## src/hdl/startup_pkg.sv

```systemverilog
// ==========================================================
// shared constants for reference clock start-up control
// ==========================================================
package startup_pkg;
    // system clock timing
    localparam int unsigned CLK_PERIOD_NS = 50;
    localparam int unsigned MS_NS = 1000000;
    // cycles per millisecond, at least one
    localparam int unsigned MS_CYCLES =
        (MS_NS / CLK_PERIOD_NS) < 1 ? 1 : (MS_NS / CLK_PERIOD_NS);
    // millisecond figures of the start-up sequence
    localparam logic [5:0] BASE_DELAY_MS = 6'h05;
    localparam logic [5:0] ACC250_MS = 6'h02;
    localparam logic [5:0] RADIO_MS = 6'h06;
    // reference frequency setting, in kHz
    localparam logic [15:0] FREQ_MIN_KHZ = 16'h2EE0;
    localparam logic [15:0] FREQ_MAX_KHZ = 16'hCB20;
    localparam logic [15:0] FREQ_STEP_KHZ = 16'h00FA;
    localparam logic [15:0] FREQ_DEFAULT_KHZ = 16'h6590;
    localparam int unsigned PHONE_FREQ_N = 9;
    localparam logic [15:0] PHONE_FREQ_KHZ [PHONE_FREQ_N] = '{
        16'h3840, 16'h3C00, 16'h3F48, 16'h41A0, 16'h4B00,
        16'h4BF0, 16'h4CE0, 16'h4D58, 16'h9600};
    // sequencer states, gray along idle -> wait -> run
    typedef enum logic [1:0] {
        ST_IDLE = 2'h0,
        ST_WAIT = 2'h1,
        ST_RUN = 2'h3
    } seq_state_t;
endpackage : startup_pkg

```

## src/hdl/ms_tick_if.sv

```systemverilog
`timescale 1ns/100ps
// ==========================================================
// millisecond tick carrier between sequencer and timer
// ==========================================================
interface ms_tick_if;
    logic en; // clock enable, freezes the timer
    logic clear; // restart the millisecond phase
    logic tick; // one-cycle pulse each millisecond
    modport timer (input en, input clear, output tick);
    modport user (output en, output clear, input tick);
endinterface : ms_tick_if

```

## src/hdl/ms_timer.sv

```systemverilog
`timescale 1ns/100ps
// ==========================================================
// millisecond tick generator, also the 1 kHz watchdog rate
// ==========================================================
module ms_timer
    import startup_pkg::*;
#(
    parameter int unsigned MS_CYC = MS_CYCLES
)
(
    input wire logic clk,
    input wire logic rst_b,
    ms_tick_if.timer bus
);
    logic [14:0] cnt_r; // cycles into the current millisecond
    logic [14:0] cnt_nxt;
    logic at_end; // last cycle of the millisecond

    // =======================================================
    // next count
    // =======================================================
    always_comb
    begin
        at_end = (cnt_r == 15'(MS_CYC - 1));
        cnt_nxt = cnt_r;
        if (bus.clear)
            cnt_nxt = '0; // restart so phases align to the sequence
        else if (at_end)
            cnt_nxt = '0;
        else
            cnt_nxt = cnt_r + 15'h0001;
    end

    // tick on every enabled last cycle; gating it by clear would loop
    // back through the sequencer's next state into clear itself
    assign bus.tick = bus.en && at_end;

    // =======================================================
    // count register
    // =======================================================
    always_ff @(posedge clk or negedge rst_b)
    begin
        if (!rst_b)
            cnt_r <= '0;
        else if (bus.en)
            cnt_r <= cnt_nxt;
    end
endmodule : ms_timer

```

## src/hdl/ref_clock_startup_control.sv

```systemverilog
`timescale 1ns/100ps
// What this block does
// RULE1: accept 12 to 52 MHz reference setting
// RULE2: pll locks to reference or 1 kHz watchdog
// RULE3: low power picks watchdog by link activity
// RULE4: setting in kHz, any 250 kHz multiple
// RULE5: also accept the listed phone oscillator frequencies
// RULE6: unusable setting falls back to 26000 kHz
// RULE7: grounded drive output selects external reference input
// RULE8: wait 5 ms after clock request before firmware
// RULE9: extension adds 1 to 31 ms; zero default
// RULE10: reference within 250 ppm 2 ms after start
// RULE11: radio allowed 6 ms after firmware start
// RULE12: firmware held until whole delay has expired
module ref_clock_startup_control
    import startup_pkg::*;
#(
    parameter int unsigned MS_CYC = MS_CYCLES
)
(
    input wire logic SYS_CLK,
    input wire logic RST_B,
    input wire logic CLK_EN,
    input wire logic WAKE_REQ,
    input wire logic [15:0] REFERENCE_FREQ_SETTING,
    input wire logic [4:0] CLOCK_STARTUP_EXTENSION,
    input wire logic CRYSTAL_DRIVE_GROUNDED,
    input wire logic LOW_POWER,
    input wire logic LINK_ACTIVE,
    output logic SYS_CLK_REQ,
    output logic FW_RUN,
    output logic [15:0] FREQ_KHZ,
    output logic FREQ_VALID,
    output logic EXT_REF_MODE,
    output logic PLL_SRC_WDOG,
    output logic ACC250_DUE,
    output logic RADIO_ALLOWED,
    output logic WDOG_TICK
);
    // =======================================================
    // millisecond timer
    // =======================================================
    ms_tick_if tick_bus ();
    seq_state_t state_r; // sequencer state
    seq_state_t state_nxt;
    logic [5:0] ms_cnt_r; // elapsed milliseconds in this phase
    logic [5:0] ms_cnt_nxt;
    logic [5:0] delay_r; // captured start-up delay in ms
    logic [5:0] delay_nxt;
    logic wait_done; // last millisecond of the delay ends

    ms_timer #(.MS_CYC(MS_CYC)) u_timer (
        .clk(SYS_CLK),
        .rst_b(RST_B),
        .bus(tick_bus)
    );

    assign tick_bus.en = CLK_EN;
    // restart the phase on entry to wait and to run
    assign tick_bus.clear = (state_r != state_nxt) && CLK_EN;
    // the 1 kHz watchdog rate shares the millisecond tick
    assign WDOG_TICK = tick_bus.tick; // [RULE2]

    // =======================================================
    // reference frequency check
    // =======================================================
    logic [PHONE_FREQ_N-1:0] phone_hit; // per-entry match
    logic in_range; // inside 12 to 52 MHz
    logic on_step; // whole multiple of 250 kHz
    logic freq_ok; // setting usable
    logic [15:0] freq_nxt;

    for (genvar i = 0; i < PHONE_FREQ_N; i++)
    begin : g_phone
        assign phone_hit[i] =
            (REFERENCE_FREQ_SETTING == PHONE_FREQ_KHZ[i]); // [RULE5]
    end

    // next frequency: the setting if usable, else the default
    always_comb
    begin
        in_range = (REFERENCE_FREQ_SETTING >= FREQ_MIN_KHZ) &&
            (REFERENCE_FREQ_SETTING <= FREQ_MAX_KHZ); // [RULE1]
        on_step = ((REFERENCE_FREQ_SETTING % FREQ_STEP_KHZ)
            == 16'h0000); // [RULE4]
        freq_ok = in_range && (on_step || (|phone_hit));
        // out-of-range or odd values never reach the pll setup
        freq_nxt = freq_ok ? REFERENCE_FREQ_SETTING
            : FREQ_DEFAULT_KHZ; // [RULE6]
    end

    // =======================================================
    // frequency and reference mode registers
    // =======================================================
    always_ff @(posedge SYS_CLK or negedge RST_B)
    begin
        if (!RST_B)
        begin
            FREQ_KHZ <= FREQ_DEFAULT_KHZ; // [RULE6]
            FREQ_VALID <= 1'b0;
            EXT_REF_MODE <= 1'b0;
        end
        else if (CLK_EN)
        begin
            FREQ_KHZ <= freq_nxt;
            FREQ_VALID <= freq_ok;
            // square or sine on the input: the mode is the same
            EXT_REF_MODE <= CRYSTAL_DRIVE_GROUNDED; // [RULE7]
        end
    end

    // =======================================================
    // start-up sequencer, next state
    // =======================================================
    always_comb
    begin
        state_nxt = state_r;
        ms_cnt_nxt = ms_cnt_r;
        delay_nxt = delay_r;
        wait_done = tick_bus.tick && ((ms_cnt_r + 6'h01) == delay_r);
        unique case (state_r)
            ST_IDLE:
            begin
                ms_cnt_nxt = '0;
                if (WAKE_REQ)
                begin
                    state_nxt = ST_WAIT;
                    // zero keeps the base delay, else it is lengthened
                    delay_nxt = BASE_DELAY_MS +
                        {1'b0, CLOCK_STARTUP_EXTENSION}; // [RULE8] [RULE9]
                end
            end
            ST_WAIT:
            begin
                if (!WAKE_REQ)
                    state_nxt = ST_IDLE; // request withdrawn
                else if (wait_done)
                begin
                    state_nxt = ST_RUN; // [RULE12]
                    ms_cnt_nxt = '0;
                end
                else if (tick_bus.tick)
                    ms_cnt_nxt = ms_cnt_r + 6'h01;
            end
            ST_RUN:
            begin
                if (!WAKE_REQ)
                    state_nxt = ST_IDLE;
                // saturate once the radio milestone is reached
                else if (tick_bus.tick && ms_cnt_r < RADIO_MS)
                    ms_cnt_nxt = ms_cnt_r + 6'h01;
            end
            default:
            begin
                state_nxt = ST_IDLE; // unused code recovers to idle
                ms_cnt_nxt = '0;
            end
        endcase
    end

    // =======================================================
    // start-up sequencer, registers
    // =======================================================
    always_ff @(posedge SYS_CLK or negedge RST_B)
    begin
        if (!RST_B)
        begin
            state_r <= ST_IDLE;
            ms_cnt_r <= '0;
            delay_r <= BASE_DELAY_MS;
        end
        else if (CLK_EN)
        begin
            state_r <= state_nxt;
            ms_cnt_r <= ms_cnt_nxt;
            delay_r <= delay_nxt;
        end
    end

    // =======================================================
    // status outputs, decoded from registered state and the power-mode inputs
    // =======================================================
    assign SYS_CLK_REQ = (state_r != ST_IDLE);
    assign FW_RUN = (state_r == ST_RUN); // [RULE12]
    // the far side must be within 250 ppm from here on
    assign ACC250_DUE = FW_RUN && (ms_cnt_r >= ACC250_MS); // [RULE10]
    assign RADIO_ALLOWED = FW_RUN && (ms_cnt_r >= RADIO_MS); // [RULE11]
    // watchdog when asleep, or idle link in low power while firmware runs
    assign PLL_SRC_WDOG = (state_r == ST_IDLE) ||
        (FW_RUN && LOW_POWER && !LINK_ACTIVE); // [RULE2] [RULE3]
endmodule : ref_clock_startup_control

```

## config.mk

```make
export PLATFORM = sky130hd
export DESIGN_NAME = ref_clock_startup_control
export DESIGN_NICKNAME = d
export VERILOG_FILES = /design/src/hdl/startup_pkg.sv /design/src/hdl/ms_tick_if.sv /design/src/hdl/ms_timer.sv /design/src/hdl/ref_clock_startup_control.sv
export SDC_FILE = /design/constraint.sdc
export NUM_CORES = 1
export LEC_CHECK = 0
export ABC_CLOCK_PERIOD_IN_PS = 3000
export BUFFER_PORTS_ARGS = -buffer_cell sky130_fd_sc_hd__buf_2
export CAP_MARGIN = 10
export CORE_ASPECT_RATIO = 0.8
export CORE_MARGIN = 4
export CORE_UTILIZATION = 50
export DETAILED_ROUTE_END_ITERATION = 8
export PLACE_DENSITY = 0.76
export REMOVE_ABC_BUFFERS = 1
export SYNTH_ARGS = -nofsm -noshare
export SYNTH_HDL_FRONTEND = slang
export SYNTH_SLANG_ARGS = --single-unit
```

## constraint.sdc

```tcl
create_clock -name SYS_CLK -period 3 [get_ports SYS_CLK]
set_clock_uncertainty 0.1 [all_clocks]
set_input_delay 0.45 -clock SYS_CLK [delete_from_list [all_inputs] [get_ports SYS_CLK]]
set_output_delay 0.45 -clock SYS_CLK [all_outputs]
set_load 0.01 [all_outputs]
```

==> flow_metrics.py <==
metrics = {
    "die": {
        "start_util_pct": 51.9,
        "io_pins": 52,
        "dieWidth_microns": 124,
        "die_area_sq_um": 12500,
        "fp.coreArea_sq_um": 10400,
        "fp.dieH_microns": 101,
        "rows": 33,
    },
    "critical_path": {
        "crit_buf_inv": 4,
        "critPathMaxStageDelay_ps": 530,
        "cp-start-kind": "primary input",
        "cp_top_family": "compound AO/OA/AOI/OAI gates",
        "rr_worst_depth": 13,
        "worstSetupPathType": "primary input to flop",
        "worst-path-stages": 26,
        "critPathSlowestCell": "or4_4",
        "cp.arrival_ps": 6590,
        "required_ps": 3130,
        "cp_max_fo": 8,
        "critPathCaptureType": "flop",
    },
    "pwr": {
        "total_leakage_power_nw": 3.61,
        "swShare_pct": 43.3,
        "p_switching_mw": 1.73,
        "intPower_mw": 2.26,
        "p_comb_share_pct": 67.8,
        "powerDensity_nw_per_um2": 484,
        "seqPwrFrac_pct": 18.6,
        "pwr-share-clk_pct": 13.6,
        "vdd_drop_max_uv": 281,
    },
    "layout": {
        "area_growth_pct": 52.7,
        "drive_gt1_share_pct": 45.9,
        "nets": 999,
        "diodes": 0,
        "final_util_pct": 79.2,
    },
    "place": {
        "dpl.hpwl_microns": 13800,
        "place_congestion": 0.977,
        "port-buffer-count": 51,
    },
    "sta": {
        "fin_ws_ps": -3460,
        "setup_viol": 16,
        "slew_violations": 0,
        "fmax_ghz": 0.155,
        "fin_crit_sh_pct": 215,
        "finalCriticalPeriod_ps": 6460,
        "hold_slack_ps": 242,
        "relSlewSlack_pct": 30.9,
        "hold_viol": 0,
        "worst_pin_slew_ps": 1040,
        "rsz0062_at_grt": "yes",
    },
    "global_routing": {
        "grt_usage_pct": 32.0,
        "grt_pass1_vias": 6738,
        "grt_use_met3_pct": 6.85,
        "grt_first_pass_wirelength_microns": 32500,
        "grt_use_met1_pct": 41.1,
        "grt_max_degree": 48,
        "grt_use_met2_pct": 53.5,
        "top_usage_layer": "met2",
        "overflow": 0,
        "antenna_found_initial": 0,
    },
    "synthesis": {
        "synth_xor_area_share_pct": 4.03,
        "synthAdderAreaFrac_pct": 0.927,
        "postSynthAreaPerCell_sq_um": 7.45,
        "synth_area_leader_cell": "dfrtp_1",
        "synth_flop_cell": "dfrtp_1",
        "synth_common_cells": "nand2_1 (69), nor2_1 (67), o21ai_0 (66)",
        "netlist_area_sq_um": 5400,
        "post-synth-top-count-cell": "nand2_1",
        "synth_top_cell_area_share_pct": 18.1,
        "syn_inst": 725,
        "yosysWarnings": 0,
        "yosys.cell_types.count": 95,
        "synth.area.top_cells": "dfrtp_1 (18%), o21ai_0 (6.1%), nand2_1 (4.8%), a21oi_1 (4.7%), nor2_1 (4.7%)",
        "synthMuxAreaShare_pct": 2.22,
        "yosysSeqAreaShare_pct": 22.0,
        "ys_seq_elements": 47,
        "synth_edf_count": 0,
        "async_flop_share_pct": 100,
        "synth-simple-area-share_pct": 27.3,
        "synth_top_family_by_area": "compound AO/OA/AOI/OAI gates",
        "synth-compound-area-share_pct": 37.6,
    },
    "worst_hold_path": {
        "hold_class": "primary input to async pin",
    },
    "route": {
        "totalWireLength_microns": 21500,
        "viasPerCell": 6.47,
        "vias": 7170,
        "dr.first_iter.drc_count": 884,
        "wire_per_inst_microns": 19.4,
        "ant_nets": 0,
        "first_pass_iters": 6,
        "remaining_drc_errors": 0,
    },
    "outcome": {
        "status": "complete, but fails checks",
        "violations": "setup timing",
    },
    "clock_network": {
        "cts_root_buf": "clkbuf_16",
        "cts.sinks": 47,
        "cts_buffers": 5,
        "htree_levels": 2,
        "insertion_delay_ps": 290,
        "clockBufferDepth": 2,
        "cts_tree": "yes",
        "clkTransAtPathRegs_ps": 60,
    },
    "job": {
        "maxCapViolations": 0,
    },
}
[timing repair]
item	in CTS	in global routing
resized for setup	120	50
pin swaps	65	48
setup endpoints to repair	16	29
buffers inserted	28	12
gates cloned	2	0
hold buffers	0	0
[power groups by stage]
stage               logic, mW  clock network, mW  registers [mW]
global placement         2.00                  0           0.745
floorplan                1.14                  0           0.746
finish                   2.70              0.544           0.741
CTS                      2.41              0.552           0.739
detailed placement       2.05                  0           0.749
global route             2.87              0.580           0.749
[layout by cell type (no fill, tap or decap), drive strengths merged, types with 4 or more instances in the layout]
| master | instances |
|---|---|
| and2 | 9 |
| o211a | 5 |
| nand3 | 28 |
| a31o | 9 |
| nand2b | 17 |
| o21a | 10 |
| a221o | 4 |
| clkbuf | 6 |
| xor2 | 7 |
| a22o | 4 |
| or2 | 8 |
| inv | 27 |
| nor4 | 8 |
| nor2 | 68 |
| a31oi | 12 |
| or3 | 8 |
| mux2i | 6 |
| dfrtp | 39 |
| o31ai | 10 |
| buf | 278 |
| a211oi | 8 |
| a21oi | 54 |
| mux2 | 5 |
| dfstp | 8 |
| o22ai | 6 |
| o211ai | 11 |
| nand2 | 70 |
| ha | 4 |
| a21o | 10 |
| nor2b | 4 |
| and3 | 20 |
| o21ai | 75 |
| o32ai | 4 |
| xnor2 | 17 |
| o2111ai | 6 |
| a211o | 7 |
| a22oi | 9 |
| nor3 | 30 |
| nand4 | 8 |
[state kept, by name (all words and copies together), names as in the netlist]
| signal | flops |
|---|---|
| FREQ_KHZ | 16 |
| u_timer.cnt_r | 15 |
| delay_r | 6 |
| ms_cnt_r | 6 |
| state_r | 2 |
| EXT_REF_MODE | 1 |
| FREQ_VALID | 1 |
[cells by family after synthesis]
kind of cell             after synthesis
flip-flops                            47
AO/OA/AOI/OAI                        279
buffers and inverters                 72
AND/OR/NAND/NOR                      288
XOR/XNOR                              24
adder cells (fa/ha/maj)                4
multiplexers                          11
[worst paths after layout]
kind	slack, ps	endpoint	startpoint
min reg2reg	390	delay_r[0]	delay_r[0]
max reg2reg	120	u_timer.cnt_r[8]	u_timer.cnt_r[0]
min in group SYS_CLK	250	delay_r[0]	CLOCK_STARTUP_EXTENSION[0]
max	-3460	FREQ_KHZ[5]	REFERENCE_FREQ_SETTING[11]
max in group asynchronous	1840	ms_cnt_r[0]	RST_B
min	240	u_timer.cnt_r[3]	RST_B
[worst register-to-register path: stages (launching register included)]
cell and delay, ps:
dfrtp_1 410, ha_1 250, and3_1 220, nand2_1 130, nor4_2 60, buf_4 150, o2111ai_1 110, o21ai_1 140
mux2_2 320, or3_1 370, buf_6 180, o21ai_0 180, nand2_1 80, o21ai_0 90
[stage by stage]
| stage | cells | setup TNS (ps) | total power, mW | cell area, sq um | setup slack [ps] |
|---|---|---|---|---|---|
| global route | 1108 | -56400 | 4.20 | 8240 | -3540 |
| CTS | 1097 | -49550 | 3.70 | 7940 | -3130 |
| detailed placement | 1059 | -60230 | 2.80 | 7050 | -3800 |
| floorplan | 680 | -57190 | 1.89 | 5180 | -3500 |
| finish | 1108 | -54740 | 3.99 | 8240 | -3460 |
| global placement | 1059 | -58750 | 2.74 | 7050 | -3700 |
[metal layers]
layer,part of all wire [%],vias to the layer above
met5,0,-
met4,3.6,0
met3,9.2,95
met2,48,465
met1,40,3383
li1,-,3227
[layout make-up]
class	instances	area, sq um
multi-input cells	608	4550
fillers	681	2160
repair buffers	278	2080
flip-flops and latches	47	1190
well taps	140	175
clock buffers	6	129
inverters	27	101
clock inverters	2	12.5
No activity file was read; power rests on OpenSTA's default activity.
